==> src/hw/rpmc_pkg.sv <==
// rpmc_pkg: constants and carrier types for the reset / power-mode controller
// assumes a 200 MHz pclk and an apb slave with 32-bit data
package rpmc_pkg;
  // register byte offsets
  localparam logic [11:0] RPMC_OFS_FEATURE = 12'h000;
  localparam logic [11:0] RPMC_OFS_FONT    = 12'h004;
  localparam logic [11:0] RPMC_OFS_POWER   = 12'h008;
  localparam logic [11:0] RPMC_OFS_BANK    = 12'h00c;
  localparam logic [11:0] RPMC_OFS_XPAGE   = 12'h010;
  localparam logic [11:0] RPMC_OFS_STATUS  = 12'h014;
  // power control fields
  localparam int RPMC_PWR_IDLE_BIT = 0;
  localparam int RPMC_PWR_PD_BIT   = 1;
  localparam int RPMC_BANK_STBY_BIT = 7;
  // feature option fields
  localparam int RPMC_FEAT_LO   = 1;
  localparam int RPMC_FEAT_HI   = 4;
  localparam int RPMC_FEAT_PWM  = 3;
  localparam int RPMC_FONT_SRC  = 4;
  localparam int RPMC_FONT_DST  = 6;
  // reset values
  localparam logic [7:0] RPMC_RST_POWER = 8'h00;
  localparam logic [7:0] RPMC_RST_BANK  = 8'h00;
  localparam logic [7:0] RPMC_RST_XPAGE = 8'h00;
  // timing
  localparam int RPMC_CLK_MHZ       = 200;
  localparam int RPMC_RST_FILT_CLKS = 24;
  localparam int RPMC_RST_HOLD_CLKS = 2048;
  localparam logic [4:0]  RPMC_FILT_MAX = 5'(RPMC_RST_FILT_CLKS - 1);
  localparam logic [11:0] RPMC_HOLD_MAX = 12'(RPMC_RST_HOLD_CLKS - 1);

  typedef enum logic [2:0]
  {
    RPMC_RUN  = 3'b001,
    RPMC_IDLE = 3'b010,
    RPMC_PDN  = 3'b100
  } rpmc_mode_t;

  // section clock enables
  typedef struct packed
  {
    logic cpu;
    logic acq;
    logic disp;
    logic mem;
    logic i2c;
    logic tmr;
    logic wdt;
    logic pwm;
    logic osc;
  } rpmc_gates_t;

  typedef struct packed
  {
    rpmc_mode_t  mode;
    logic [7:0]  power;
    logic [7:0]  bank;
    logic [7:0]  xpage;
    logic [4:0]  filt;
    logic [11:0] hold;
    logic        in_reset;
    logic        rst_s1;
    logic        rst_s2;
    logic        irq_s1;
    logic        irq_s2;
    logic        cmp_s1;
    logic        cmp_s2;
    logic [31:0] prdata;
  } rpmc_state_t;
endpackage

==> src/hw/rpmc_top.sv <==
// rpmc_top: reset sequencing, idle / power-down control, option bits, aux page
// assumes an apb master on pclk; reset and wake pins are asynchronous
//
// Functional notes
// - char rom word 09FE bits 1..4 appear at same feature register bits.
// - feature bit 1 text acquisition, bit 2 caption acquisition available.
// - feature bit 3 routes pwm outputs to port 2.1-2.4, else 3.0-3.3.
// - feature bit 4 one means ten pages, zero six pages.
// - char rom word 09FF bit 4 appears as font register bit 6.
// - unmapped register bits read zero, not the rom reserved ones.
// - external data moves go to on-chip auxiliary memory.
// - page pointer selects one of 256 pages, giving upper address byte.
// - reset recognised only after pin high for 24 clocks.
// - internal reset then held active for 2048 clocks.
// - idle bit enters idle; cpu, acquisition, display clocks gated.
// - idle keeps memory, i2c, timer, watchdog, pwm clocks running.
// - idle freezes cpu, registers, ram and pin values.
// - enabled interrupt clears idle bit and ends idle.
// - analog compare interrupt wakes from idle or power-down.
// - with oscillator running, 24-clock reset pulse completes reset.
// - hardware reset ends low power, restarts at address 0000.
// - power-down bit stops oscillator; ports keep values.
// - power-down loses auxiliary and display memory contents.
// - bank register bit 7 standby disables acquisition and display.
`timescale 1ns/1ps
`default_nettype none
module rpmc_top
  import rpmc_pkg::*;
(
  // apb slave
  input  wire logic        pclk,
  input  wire logic        presetn,
  input  wire logic        psel,
  input  wire logic        penable,
  input  wire logic        pwrite,
  input  wire logic [11:0] paddr,
  input  wire logic [31:0] pwdata,
  output logic             pready,
  output logic             pslverr,
  output logic      [31:0] prdata,
  // character rom option words
  input  wire logic [11:0] rom_feature_word,
  input  wire logic [11:0] rom_font_word,
  // pins and wake sources
  input  wire logic        reset_pin,
  input  wire logic        ext_irq_wake,
  input  wire logic        software_adc_compare,
  // cpu side address path
  input  wire logic        external_data_move,
  input  wire logic [7:0]  xdata_addr_lo,
  output logic             aux_ram_sel,
  output logic      [15:0] aux_ram_addr,
  // reset and clock gating outputs
  output logic             internal_reset,
  output logic             pc_restart,
  output rpmc_gates_t      clk_gates,
  output logic             aux_mem_lost,
  output logic             hold_outputs,
  output logic             pwm_on_port2
);

  rpmc_state_t st;
  rpmc_state_t next_st;

  // read-side decode of the option words
  function automatic logic [7:0] feature_view(input logic [11:0] w);
    feature_view = '0;
    feature_view[RPMC_FEAT_HI:RPMC_FEAT_LO] = w[RPMC_FEAT_HI:RPMC_FEAT_LO];
  endfunction

  // address map decode, used only by the error flag; the read mux decodes the offsets on its own
  function automatic logic reg_mapped(input logic [11:0] a);
    reg_mapped = (a == RPMC_OFS_FEATURE) || (a == RPMC_OFS_FONT)
                 || (a == RPMC_OFS_POWER) || (a == RPMC_OFS_BANK)
                 || (a == RPMC_OFS_XPAGE) || (a == RPMC_OFS_STATUS);
  endfunction

  function automatic logic [7:0] font_view(input logic [11:0] w);
    font_view = '0;
    font_view[RPMC_FONT_DST] = w[RPMC_FONT_SRC];
  endfunction

  logic access;
  logic wake;
  assign access = psel & penable;
  // wake by enabled interrupt or analog compare
  assign wake = st.irq_s2 | st.cmp_s2;

  always_comb
  begin
    next_st = st;
    // pin synchronisers
    next_st.rst_s1 = reset_pin;
    next_st.rst_s2 = st.rst_s1;
    next_st.irq_s1 = ext_irq_wake;
    next_st.irq_s2 = st.irq_s1;
    next_st.cmp_s1 = software_adc_compare;
    next_st.cmp_s2 = st.cmp_s1;
    // reset pin filter, also works during idle
    if (!st.rst_s2)
      next_st.filt = '0;
    else if (st.filt != RPMC_FILT_MAX)
      next_st.filt = st.filt + 5'h01;
    // internal reset hold counter
    if (st.rst_s2 && st.filt == RPMC_FILT_MAX && !st.in_reset)
    begin
      next_st.in_reset = 1'b1;
      next_st.hold     = '0;
      next_st.mode     = RPMC_RUN;
      next_st.power    = RPMC_RST_POWER;
      next_st.xpage    = RPMC_RST_XPAGE;
    end
    else if (st.in_reset)
    begin
      if (st.hold == RPMC_HOLD_MAX)
      begin
        if (!st.rst_s2)
          next_st.in_reset = 1'b0;
      end
      else
        next_st.hold = st.hold + 12'h001;
    end
    else
    begin
      // mode sequencing
      unique case (st.mode)
        RPMC_RUN:
        begin
          if (st.power[RPMC_PWR_PD_BIT])
            next_st.mode = RPMC_PDN;
          else if (st.power[RPMC_PWR_IDLE_BIT])
            next_st.mode = RPMC_IDLE;
        end
        RPMC_IDLE:
        begin
          if (wake)
          begin
            next_st.mode = RPMC_RUN;
            next_st.power[RPMC_PWR_IDLE_BIT] = 1'b0;
          end
        end
        RPMC_PDN:
        begin
          if (wake)
          begin
            next_st.mode = RPMC_RUN;
            next_st.power[RPMC_PWR_PD_BIT] = 1'b0;
          end
        end
        default: next_st.mode = RPMC_RUN;
      endcase
      // register writes, cpu frozen outside run
      if (access && pwrite && st.mode == RPMC_RUN)
      begin
        unique case (paddr)
          RPMC_OFS_POWER: next_st.power = pwdata[7:0];
          RPMC_OFS_BANK:  next_st.bank  = pwdata[7:0];
          RPMC_OFS_XPAGE: next_st.xpage = pwdata[7:0];
          default: ;
        endcase
      end
    end
    // read data
    next_st.prdata = '0;
    if (psel && !penable && !pwrite)
    begin
      unique case (paddr)
        RPMC_OFS_FEATURE: next_st.prdata = {24'h0, feature_view(rom_feature_word)};
        RPMC_OFS_FONT:    next_st.prdata = {24'h0, font_view(rom_font_word)};
        RPMC_OFS_POWER:   next_st.prdata = {24'h0, st.power};
        RPMC_OFS_BANK:    next_st.prdata = {24'h0, st.bank};
        RPMC_OFS_XPAGE:   next_st.prdata = {24'h0, st.xpage};
        RPMC_OFS_STATUS:  next_st.prdata = {28'h0, st.in_reset, st.mode};
        default:          next_st.prdata = '0;
      endcase
    end
  end

  // state register
  always_ff @(posedge pclk or negedge presetn)
  begin
    if (!presetn)
    begin
      st          <= '0;
      st.mode     <= RPMC_RUN;
      st.power    <= RPMC_RST_POWER;
      st.bank     <= RPMC_RST_BANK;
      st.xpage    <= RPMC_RST_XPAGE;
      st.in_reset <= 1'b1;
    end
    else
      st <= next_st;
  end

  // apb answers
  assign pready  = 1'b1;
  assign prdata  = st.prdata;
  // unmapped offsets answer with an error in the access phase only
  assign pslverr = access && !reg_mapped(paddr);

  // auxiliary memory address path
  assign aux_ram_sel  = external_data_move;
  assign aux_ram_addr = {st.xpage, xdata_addr_lo};

  // reset outputs
  assign internal_reset = st.in_reset;
  assign pc_restart     = st.in_reset;

  // section clock gating
  always_comb
  begin
    clk_gates      = '1;
    clk_gates.cpu  = (st.mode == RPMC_RUN);
    clk_gates.acq  = (st.mode == RPMC_RUN) && !st.bank[RPMC_BANK_STBY_BIT];
    clk_gates.disp = (st.mode == RPMC_RUN) && !st.bank[RPMC_BANK_STBY_BIT];
    if (st.mode == RPMC_PDN)
      clk_gates = '0;
    // idle keeps memory, i2c, timers, watchdog, pwm running
    if (st.mode == RPMC_IDLE)
    begin
      clk_gates.mem = 1'b1;
      clk_gates.i2c = 1'b1;
      clk_gates.tmr = 1'b1;
      clk_gates.wdt = 1'b1;
      clk_gates.pwm = 1'b1;
      clk_gates.osc = 1'b1;
    end
  end

  // low power side effects
  assign hold_outputs = (st.mode != RPMC_RUN);
  assign aux_mem_lost = (st.mode == RPMC_PDN);
  assign pwm_on_port2 = rom_feature_word[RPMC_FEAT_PWM];

endmodule
`default_nettype wire

==> config.mk <==
export PLATFORM = sky130hd
export DESIGN_NAME = rpmc_top
export DESIGN_NICKNAME = d
export VERILOG_FILES = /design/src/hw/rpmc_pkg.sv /design/src/hw/rpmc_top.sv
export SDC_FILE = /design/constraint.sdc
export NUM_CORES = 1
export LEC_CHECK = 0
export ABC_AREA = 1
export BUFFER_PORTS_ARGS = -buffer_cell sky130_fd_sc_hd__clkbuf_2
export CAP_MARGIN = 30
export CELL_PAD_IN_SITES_DETAIL_PLACEMENT = 0
export CELL_PAD_IN_SITES_GLOBAL_PLACEMENT = 1
export CORE_MARGIN = 2
export CORE_UTILIZATION = 31
export DETAILED_ROUTE_END_ITERATION = 12
export HOLD_SLACK_MARGIN = 0.05
export PLACE_DENSITY_LB_ADDON = 0.1
export SKIP_LAST_GASP = 1
export SYNTH_ARGS = -nofsm -noshare
export SYNTH_HDL_FRONTEND = slang
export SYNTH_SLANG_ARGS = --single-unit
==> constraint.sdc <==
create_clock -name pclk -period 1.4 [get_ports pclk]
set_input_delay 0 -clock pclk [delete_from_list [all_inputs] [get_ports pclk]]
set_output_delay 0 -clock pclk [all_outputs]
set_load 0.02 [all_outputs]
## Yosys cells after proc, flatten, opt, wreduce, memory -nomap -nowiden

Cells that the tools add are included.

- $add $sub $neg: 2
- Equality and inequality tests: 17
- Multiplexer cells: 26
- Bitwise gates (word level): 4
- Reduce and logical (&&, ||, !) cells: 29

Operator list:

| kind | count |
|---|---|
| 8-bit one-hot mux with 6 select lines | 1 |
| 8-bit two-way mux | 5 |
| 27-bit two-way mux | 1 |
| 13-bit two-way mux | 2 |
| 12-bit by 4-bit == test with 1-bit output (second input constant) | 2 |
| 12-bit by 5-bit == test with 1-bit output (second input constant) | 2 |
| 24-bit two-way mux | 1 |
| 12-bit by 1-bit adder with 12-bit output (second input constant) | 1 |
| 12-bit by 11-bit == test with 1-bit output (second input constant) | 1 |
| 12-bit by 3-bit == test with 1-bit output (second input constant) | 1 |
| 12-bit zero test | 1 |
| 12-bit two-way mux | 1 |
| 11-bit two-way mux | 1 |
| 5-bit two-way mux | 2 |
| 3-bit two-way mux | 3 |
| 9-bit two-way mux | 1 |
| 3-bit AND reduction | 3 |
| 1-bit logical AND | 8 |
| 2-bit nonzero test | 4 |
| 1-bit two-way mux | 6 |
| 6-bit two-way mux | 1 |
| 3-bit by 1-bit != test with 1-bit output (second input constant) | 2 |
| 3-bit one-hot mux with 2 select lines | 1 |
| 5-bit by 1-bit adder with 5-bit output (second input constant) | 1 |
| other kinds (16) | 26 |

- Bits in registers: 83
- Input bits: 85
- Output and inout port bits: 65

## Longest topological paths before layout

Gate-level depths: netlist (run 1).

- Depth in word-level cells: 8
- Depth in mapped cells: 10
- Gate-level depth less buffers: 10

## Worst setup path before layout (run 1)

OpenSTA, ideal clock, no wires.

- Path type: reg2reg
- Start point: register st[51] (netlist bit)
- End point: register st[70] (netlist bit)
- Arrival time: 1.419 ns
- Required time: 1.279 ns
- Path slack: -0.140 ns
- Stages on the path, launching flop included: 11
- Path buffers: 1
- Period minus slack after synthesis: 1.540 ns
- Path through: dfrtp_1 -> ha_1 -> nand2_1 -> inv_2 -> nand2_1 -> nor2_4 -> nor2_4 -> nand3_2 -> buf_6 -> nand2_1 -> o21ai_1

- Longest elaborated chain between the ends: 5

Ends and longest elaborated chain:

| item | line | RTL |
|---|---|---|
| start, declared | rpmc_top.sv:62 | `rpmc_state_t st;` |
| start signal, assigned | rpmc_top.sv:192 | `st <= next_st;` |
| 5-bit == test | rpmc_top.sv:105 | `if (st.rst_s2 && st.filt == RPMC_FILT_MAX && !st.in_reset)` |
| 1-bit logical AND (2 in a row) | rpmc_top.sv:105 |  |
| 1-bit inverter (no line) | -- |  |
| 4-bit AND reduction (no line) | -- |  |

Every way passes these cells.
A chain may end at the register's enable or synchronous reset.

## Worst setup path after layout (run 1)

- Start point: register st[52] (netlist bit)
- End point: register st (netlist bit aux_ram_addr[12])

- Longest elaborated chain between the ends: 5
- Elaborated cells on any way between the ends: 8
- Classes of those cells: eq/ne: 2; mux: 1; reduce/logical: 5

Ends and longest elaborated chain:

| item | line |
|---|---|
| 5-bit == test * | rpmc_top.sv:105 |
| 1-bit logical AND * (2 in a row) | rpmc_top.sv:105 |
| 2-bit by 1-bit != test with 1-bit output (no line) / 2-bit nonzero test (equally long branches) | -- |
| 3-bit AND reduction (no line) | -- |

Mark *: on every way between the ends. The rest lies on a longest branch, timed or not.

==> results of run 1 <==
[per-layer routing]
| metal | share of wire [%] | wire, um | GRT usage [%] |
|---|---|---|---|
| met2 | 46 | 4504 | 25.09 |
| met5 | 0 | 0 | 0 |
| met3 | 4.0 | 389 | 3.212 |
| met1 | 48 | 4677 | 21.94 |
| met4 | 1.9 | 189 | 6.337 |
[state kept, by name, summed over array words and instances, names as in the netlist]
register and cells:
internal_reset 1, prdata 8, next_st 3, st 39
aux_ram_addr 8
[power groups by stage]
stage          clock (mW)  combinational, mW  sequential (mW)
6_report             2.18               1.54             1.87
5_1_grt              2.34               1.67             1.88
4_1_cts              2.26               1.47             1.86
3_5_place_dp            0               1.19             1.89
3_3_place_gp            0               1.20             1.89
2_1_floorplan           0              0.764             1.88
[logic make-up after synthesis]
| logic type | count (synthesis) | synth area share (%) |
|---|---|---|
| compound gates | 36 | 5.496 |
| simple gates | 258 | 33.63 |
| flops | 59 | 41.11 |
| fa+ha+maj | 2 | 0.6955 |
| buf+inv | 109 | 17.88 |
| other cells | 2 | 0.2088 |
| xor+xnor | 4 | 0.9738 |
[worst max-delay path by stage]
stage | to | cells past startpoint
6_report | aux_ram_addr[12] | 11
5_1_grt | aux_ram_addr[13] | 9
4_1_cts | st[80] | 8
3_5_place_dp | st[76] | 10
3_3_place_gp | st[80] | 6
2_1_floorplan | st[70] | 10
[final cells by class]
cell class / count / area [um^2]
sequential: 59 / 1479
clock inverter: 7 / 68.82
timing repair buffer: 149 / 1102
fill: 1206 / 6425
multi-input combinational: 326 / 1720
inverter: 44 / 170.2
tap: 143 / 178.9
clock buffer: 9 / 225.2
[cells in the mapped netlist]
| library cell | n |
|---|---|
| dfrtp_1 | 57 |
| buf_2 | 4 |
| o21ai_1 | 19 |
| xor2_1 | 4 |
| o22ai_1 | 1 |
| nand2_2 | 6 |
| nand2_1 | 106 |
| clkbuf_1 | 1 |
| ha_1 | 2 |
| o211ai_1 | 2 |
| dfstp_2 | 2 |
| nor2_1 | 54 |
| nor3_1 | 5 |
| nor3b_1 | 1 |
| nor2_2 | 2 |
| inv_2 | 9 |
| buf_4 | 59 |
| nand2_4 | 2 |
| o21bai_1 | 3 |
| buf_6 | 1 |
| o21ai_0 | 8 |
| inv_1 | 35 |
| nand3_2 | 3 |
| conb_1 | 2 |
| or2_2 | 1 |
| nand4_1 | 12 |
| nor2_4 | 8 |
| o21ai_2 | 1 |
| nand3_1 | 57 |
| nand3_4 | 1 |
| a21oi_1 | 2 |
[critical path: cells and delay by family (launching register included)]
family                     cells  cell delay (ns)
buffers and inverters          2             0.19
and+or+nand+nor                8             0.63
DFF                            1             0.36
adders and majority gates      1             0.20
[timing repair]
item / in CTS / in global routing
pin swaps: 4 / 6
setup buffers: 0 / 4
hold buffers: 24 / 0
resized for setup: 21 / 18
hold endpoints to repair: 91 / 0
cloned: 0 / 1
setup endpoints to repair: 43 / 53
==> flow_summary.yaml, run 1 <==
timing:
  whs_ns: 0.05942
  finalHoldViolCount: 0
  finalCritPeriodShare_pct: 106.2
  fin_crit_ns: 1.487
  drv_slew: 0
  finClkSkew_ns: 0.009076
  setup_violations: 39
  rsz0062_at_grt: "yes"
  fin_setup_tns_ns: -1.878
  setup_slack_ns: -0.08718
  max_freq_mhz: 672.4
synth:
  synth_area_um2: 3597
  yosysWarningCount: 0
  yosysTopAreaCell: "dfrtp_1"
  yosysSeqAreaShare_pct: 41.11
  ys_seq_elements: 59
  synth.area.top_cells: "dfrtp_1, buf_4, nand2_1"
  syn_area_per_cell_um2: 7.654
  synth_top_area_share_pct: 39.65
  post_synth_num_cell_types: 31
  synthCells: 470
cells_and_area:
  fin_area_um2: 4945
  drive_gt1_share_pct: 34.18
  final_cell_mix: "nand2_1, clkbuf_2, dfrtp_1"
  final_cells: 737
  final_common_cell: "nand2_1"
  n_antenna_cell: 0
  syn2layout_area_growth_pct: 37.46
  utilization_pct: 43.49
  nNetsFinal: 676
worst_setup_path:
  rr_worst_depth: 11
  critPathMaxStageDelay_ns: 0.36
  critical_path_arrival_ns: 1.70
  endpoint_kind: "flop"
  worstPathRequired_ns: 1.62
  cp_slowest_cell: "dfrtp_1"
  rr_startpoint: "st[52]"
  cp_max_fo: 5
  worstPathCellList: "ha_2 -> nand2_2 -> inv_2 -> nand2_2 -> nor2_4 -> nor2_4 -> buf_12 -> nand2_4 -> nor2_1 -> nand2_1 -> nand2_1"
  r2r_slack_ns: -0.09
  crit_path_start: "st[52]"
  crit_type: "reg2reg"
  reg2reg_to: "aux_ram_addr[12]"
  cp-start-kind: "flop"
pwr:
  p_per_area_nw_per_um2: 1132
  swShare_pct: 30.86
  p_leak_nw: 2.462
  combPwrFrac_pct: 27.6
  ir_worst_vdd_uv: 983.4
  clockPowerShare_pct: 39.0
  p_int_mw: 3.869
  finalPower_mw: 5.595
  power_switching_mw: 1.726
  sequentialPowerShare_pct: 33.4
floorplanning:
  rows: 39
  io_pins: 150
  dieArea_um2: 12480
  die_x_um: 111.7
  core_um2: 11370
  dieHeight_um: 111.7
  start_util_pct: 31.64
route:
  first_pass_iters: 5
  drc: 0
  drt-total-wl_um: 9761
  drtIter0Drc: 112
  postRouteAntennaNets: 0
  vias_per_cell: 4.438
  post_drt_wl_per_cell_um: 13.24
  via_count: 3271
place:
  gp_congestion: 0.8220
  dpl_cell_area_um2: 4223
  dp_cells: 692
  pre_cts_ws_ns: -0.1117
  hpwl_um: 7392
  port_buffers: 63
clocking:
  clkTransAtPathRegs_ns: 0.06
  cts_tree: "built"
  h-tree-depth: 3
  cts_buffer_depth: 2
  cts_sinks: 59
  clock_latency_ns: 0.33
  cts-buffers-inserted: 9
  root_buffer: "clkbuf_16"
worst_hold_path:
  min_to: "prdata[2]"
  worstHoldPathCells: 5
  worst_hold_path_type: "in2reg"
  hp-start: "rom_feature_word[2]"
grt:
  grt_pass1_wl_um: 15770
  overflow: 0
  antenna_found_initial: 0
  grt_pass1_vias: 3194
  grt_max_degree: 32
  grtUsageTotal_pct: 16.06
run_status:
  violations: "setup timing"
  outcome: "complete, but fails checks"
run:
  maxCapViolations: 0
No activity file was read; power rests on OpenSTA's default activity.
==> run 2, diff against run 1 <==
Settings changed: BUFFER_PORTS_ARGS -buffer_cell sky130_fd_sc_hd__clkbuf_2 to -buffer_cell sky130_fd_sc_hd__buf_2, SKIP_CTS_REPAIR_TIMING set to 1.
==> run 2 against run 1 <==
Net effect:
- the flow still finishes with violations (setup timing)
- combinational power barely moved
- highest routed layer unchanged
- clock skew decreased by 0.0011 ns
- utilization rose by 0.088 points
- critical path depth down 6
- fmax decreased by 3.2%
- critical path type is now reg2out
- global-route usage shrank 0.77 points
==> flow_summary.yaml, run 2 (synthesis results as in run 1) <==
cells_and_area:
  final_cell_mix: "nand2_1, dfrtp_1, buf_2"
  final_common_cell: "nand2_1"
  utilization_pct: 43.58
  nNetsFinal: 663
  largest-register: "st"
  n_antenna_cell: 0
  drive_gt1_share_pct: 34.08
  syn2layout_area_growth_pct: 37.74
  largest_reg_flops: 39
grt:
  antenna_found_initial: 0
  grt_max_degree: 60
  grtUsageTotal_pct: 15.29
  grt_pass1_wl_um: 14920
  grt_pass1_vias: 3033
  overflow: 0
worst_setup_path:
  cp-start-kind: "flop"
  worstPathRequired_ns: 1.40
  endpoint_kind: "primary output"
  critical_path_arrival_ns: 1.54
  cp_max_fo: 4
  crit_type: "reg2out"
timing:
  rsz0062_at_grt: "yes"
  setup_violations: 44
  max_freq_mhz: 651.1
  finClkSkew_ns: 0.008010
  setup_slack_ns: -0.1359
  drv_slew: 0
  fin_crit_ns: 1.536
  finalCritPeriodShare_pct: 109.7
  finalHoldViolCount: 0
  whs_ns: 0.03601
clocking:
  cts_sinks: 59
  root_buffer: "clkbuf_16"
  clkTransAtPathRegs_ns: 0.06
  cts_tree: "built"
  cts_buffer_depth: 2
  cts-buffers-inserted: 9
  clock_latency_ns: 0.33
  h-tree-depth: 3
route:
  drc: 0
  drt-total-wl_um: 9659
  postRouteAntennaNets: 0
  first_pass_iters: 4
  drtIter0Drc: 119
  post_drt_wl_per_cell_um: 13.34
  via_count: 3314
  vias_per_cell: 4.577
floorplanning:
  io_pins: 150
  rows: 39
  core_um2: 11370
  dieArea_um2: 12480
  start_util_pct: 31.64
  die_x_um: 111.7
  dieHeight_um: 111.7
run_status:
  violations: "setup timing"
  outcome: "complete, but fails checks"
place:
  pre_cts_ws_ns: -0.1276
  port_buffers: 63
  gp_congestion: 0.7759
  hpwl_um: 7128
pwr:
  p_leak_nw: 2.473
  finalPower_mw: 6.074
  ir_worst_vdd_uv: 1224
  p_per_area_nw_per_um2: 1226
run:
  maxCapViolations: 0
worst_hold_path:
  worst_hold_path_type: "in2reg"
[run 2: critical path, stage by stage, from the launching register on]
cell	delay, ns
dfstp_2	0.56
nand3_4	0.10
buf_6	0.14
buf_6	0.13
nor2_4	0.13
buf_4	0.15
[run 2: where the power goes]
group          leakage [nW]  switching [mW]  internal (mW)
clock network         0.179           0.805           1.88
registers             0.799          0.0677           1.79
logic                  1.49           0.842          0.686
[run 2: per-stage QoR]
stage,setup TNS [ns],area (um^2),instances
global placement,-1.393,4160,682
global route,-7.519,4955,724
floorplan,-0.3581,3775,493
CTS,-4.521,4522,698
finish,-2.988,4955,724
detailed placement,-2.989,4160,682
[run 2: worst paths after layout]
path / start / endpoint / slack, ns / depth (start not counted)
min in group asynchronous: presetn / st[48] / 0.21 / 3
min reg2reg: next_st[36] / st[36] / 0.35 / 0
max reg2reg: st[52] / st[64] / -0.10 / 9
max in group asynchronous: presetn / st[80] / 0.87 / 3
min: rom_feature_word[1] / prdata[1] / 0.04 / 5
max: st[80] / clk_gates[6] / -0.14 / 5
[run 2: layout make-up]
type / count / area (um^2)
fillers: 1155 / 6415
multi-input cells: 326 / 1722
flip-flops and latches: 59 / 1479
repair buffers: 136 / 1036
clock buffers: 12 / 266.5
well taps: 143 / 178.9
inverters: 44 / 177.7
clock inverters: 4 / 95.09
[run 2: per-layer routing]
layer | vias to the layer above | track usage (%) | wire length, um
met2 | 94 | 24.48 | 4659
met1 | 1563 | 20.34 | 4459
li1 | 1647 | - | -
met3 | 10 | 3.919 | 435
met5 | - | 0 | 0
met4 | 0 | 4.856 | 104
==> run 3, diff against run 2 <==
Settings changed: ABC_AREA 1 to unset.
==> run 3 against run 2 <==
Net effect:
- clock power down 42%
- first-iteration DRC count down 37%
- setup slack worse by 0.32 ns
- global-route usage up 0.61 points
- routed wire length down 8.6%
- combinational power down 75%
- clock skew up 0.00069 ns
- the run still ends with setup timing left
- critical endpoint is now st[78]
==> flow_summary.yaml, run 3 <==
clocking:
  cts_buffer_depth: 2
  clkTransAtPathRegs_ns: 0.07
  cts_sinks: 59
  cts-buffers-inserted: 9
  root_buffer: "clkbuf_8"
  cts_tree: "built"
  clock_latency_ns: 0.33
  h-tree-depth: 3
pwr:
  clockPowerShare_pct: 42.7
  p_leak_nw: 2.253
  combPwrFrac_pct: 10.3
  ir_worst_vdd_uv: 317.6
  swShare_pct: 25.67
  sequentialPowerShare_pct: 47.0
  power_switching_uw: 943.5
  finalPower_mw: 3.676
  p_per_area_nw_per_um2: 790.0
  p_int_mw: 2.733
synth:
  synthCells: 328
  synth.area.top_cells: "dfrtp_1, buf_4, a22o_1"
  async_flop_share_pct: 100.0
  synth_top_area_share_pct: 43.21
  synth_most_common_cell: "buf_4"
  post_synth_num_cell_types: 54
  synth.cells.most_frequent: "buf_4, dfrtp_1, nor2_1"
  yosysTopAreaCell: "dfrtp_1"
  syn_area_per_cell_um2: 10.06
  ys_seq_elements: 59
  yosysSeqAreaShare_pct: 44.81
  synth_edf_count: 0
  ys.flop_type: "dfrtp_1"
  synth_area_um2: 3301
  yosysWarningCount: 0
route:
  drt-total-wl_um: 8830
  via_count: 2758
  vias_per_cell: 4.683
  first_pass_iters: 4
  postRouteAntennaNets: 0
  post_drt_wl_per_cell_um: 14.99
  drc: 0
  drtIter0Drc: 75
run:
  maxCapViolations: 0
grt:
  grtUsageTotal_pct: 15.90
  grt_pass1_wl_um: 13830
  antenna_found_initial: 0
  overflow: 0
  grt_max_degree: 60
  grt_pass1_vias: 2595
timing:
  max_freq_mhz: 540.1
  drv_slew: 0
  finalCritPeriodShare_pct: 132.2
  rsz0062_at_grt: "yes"
  finClkSkew_ns: 0.008702
  setup_slack_ns: -0.4514
  fin_crit_ns: 1.851
  finalHoldViolCount: 0
  setup_violations: 50
  whs_ns: 0.1291
worst_setup_path:
  endpoint_kind: "flop"
  worstPathRequired_ns: 1.63
  critical_path_arrival_ns: 2.08
  cp-start-kind: "flop"
  cp_max_fo: 6
  crit_type: "reg2reg"
cells_and_area:
  syn2layout_area_growth_pct: 40.98
  nFillCells: 977
  drive_gt1_share_pct: 44.15
  n_antenna_cell: 0
  nNetsFinal: 535
  largest_reg_flops: 39
  final_common_cell: "buf_2"
  largest-register: "st"
  final_cell_mix: "buf_2, dfrtp_1, buf_4"
  fin_area_um2: 4653
place:
  hpwl_um: 6341
  gp_congestion: 0.7577
  dpl_cell_area_um2: 3956
  port_buffers: 63
floorplanning:
  dieArea_um2: 11490
  dieHeight_um: 107.2
  start_util_pct: 31.97
  rows: 37
  die_x_um: 107.2
  io_pins: 150
  core_um2: 10320
run_status:
  violations: "setup timing"
  outcome: "complete, but fails checks"
worst_hold_path:
  worst_hold_path_type: "in2reg"
==> run 3: changes by cell type after synthesis, sizes merged, moves of 16 or more <==
cell   previous run  this run
nand3            61        14
nand2           114        25
a22o              0        16
o21ai            28        12
nor2             64        32
inv              44         2
==> run 3: worst max-delay path, cell delays in order, from the launching register on <==
cell and delay, ns:
dfstp_2 0.53, nor3b_4 0.24, nand4_4 0.14, buf_4 0.18, nor4_2 0.28, o21ai_2 0.17, a22o_1 0.20
==> run 3: path summary, 6_finish.rpt <==
check	startpoint	end	slack, ns	cells past startpoint
min	rom_feature_word[4]	prdata[4]	0.13	5
min reg2reg	next_st[34]	st[34]	0.35	0
max	st[80]	st[78]	-0.45	6
max reg2reg	st[80]	st[78]	-0.45	6
max in group asynchronous	presetn	internal_reset	0.87	3
min in group asynchronous	presetn	st[67]	0.22	3
==> run 3: metal layers <==
metal / vias up / GRT usage (%) / wire length, um
met5: - / 0 / 0
met4: 0 / 6.957 / 127
met3: 10 / 2.675 / 435
met2: 106 / 22.60 / 3906
met1: 1327 / 23.50 / 4361
li1: 1315 / - / -
==> run 3: layout make-up <==
type / count / area, um^2 / area share [%]
Timing Repair Buffer: 152 / 1154 / 24.79
Clock inverter: 5 / 52.55 / 1.129
Inverter: 3 / 13.76 / 0.2958
Multi-Input combinational cell: 223 / 1643 / 35.31
Tap cell: 136 / 170.2 / 3.657
Sequential cell: 59 / 1479 / 31.78
Clock buffer: 11 / 141.4 / 3.038
==> run 3: power groups by stage <==
| stage | clock (mW) | combinational, mW | sequential (mW) |
|---|---|---|---|
| detailed placement | 0 | 0.305 | 1.76 |
| floorplan | 0 | 0.225 | 1.76 |
| global placement | 0 | 0.304 | 1.76 |
| CTS | 1.63 | 0.306 | 1.73 |
| global route | 1.70 | 0.413 | 1.73 |
| finish | 1.57 | 0.377 | 1.73 |
==> run 3: cells by family (layout without fill, tap and decap cells) <==
group / count (synthesis) / in the layout / share of synthesized area (%)
and+or+nand+nor: 110 / 110 / 18.35
buffers and inverters: 69 / 171 / 14.75
DFF: 59 / 59 / 44.81
AOI/OAI and AO/OA: 54 / 54 / 11.45
muxes: 22 / 22 / 7.013
xor gates and xnor gates: 10 / 10 / 2.653
adders and majority gates: 2 / 2 / 0.7580
other: 2 / 25 / 0.2275
==> run 3: through the flow <==
| stage | utilization, % | worst slack, ns | setup TNS, ns | cells |
|---|---|---|---|---|
| after floorplan | - | -0.6549 | -16.75 | 351 |
| after global placement | 38.32 | -0.4191 | -11.86 | 544 |
| after detailed placement | 38.32 | -0.6072 | -13.98 | 544 |
| after CTS | 40.20 | -0.6031 | -16.44 | 560 |
| after global routing | 45.07 | -0.5512 | -16.77 | 589 |
| final | 45.07 | -0.4514 | -12.86 | 589 |
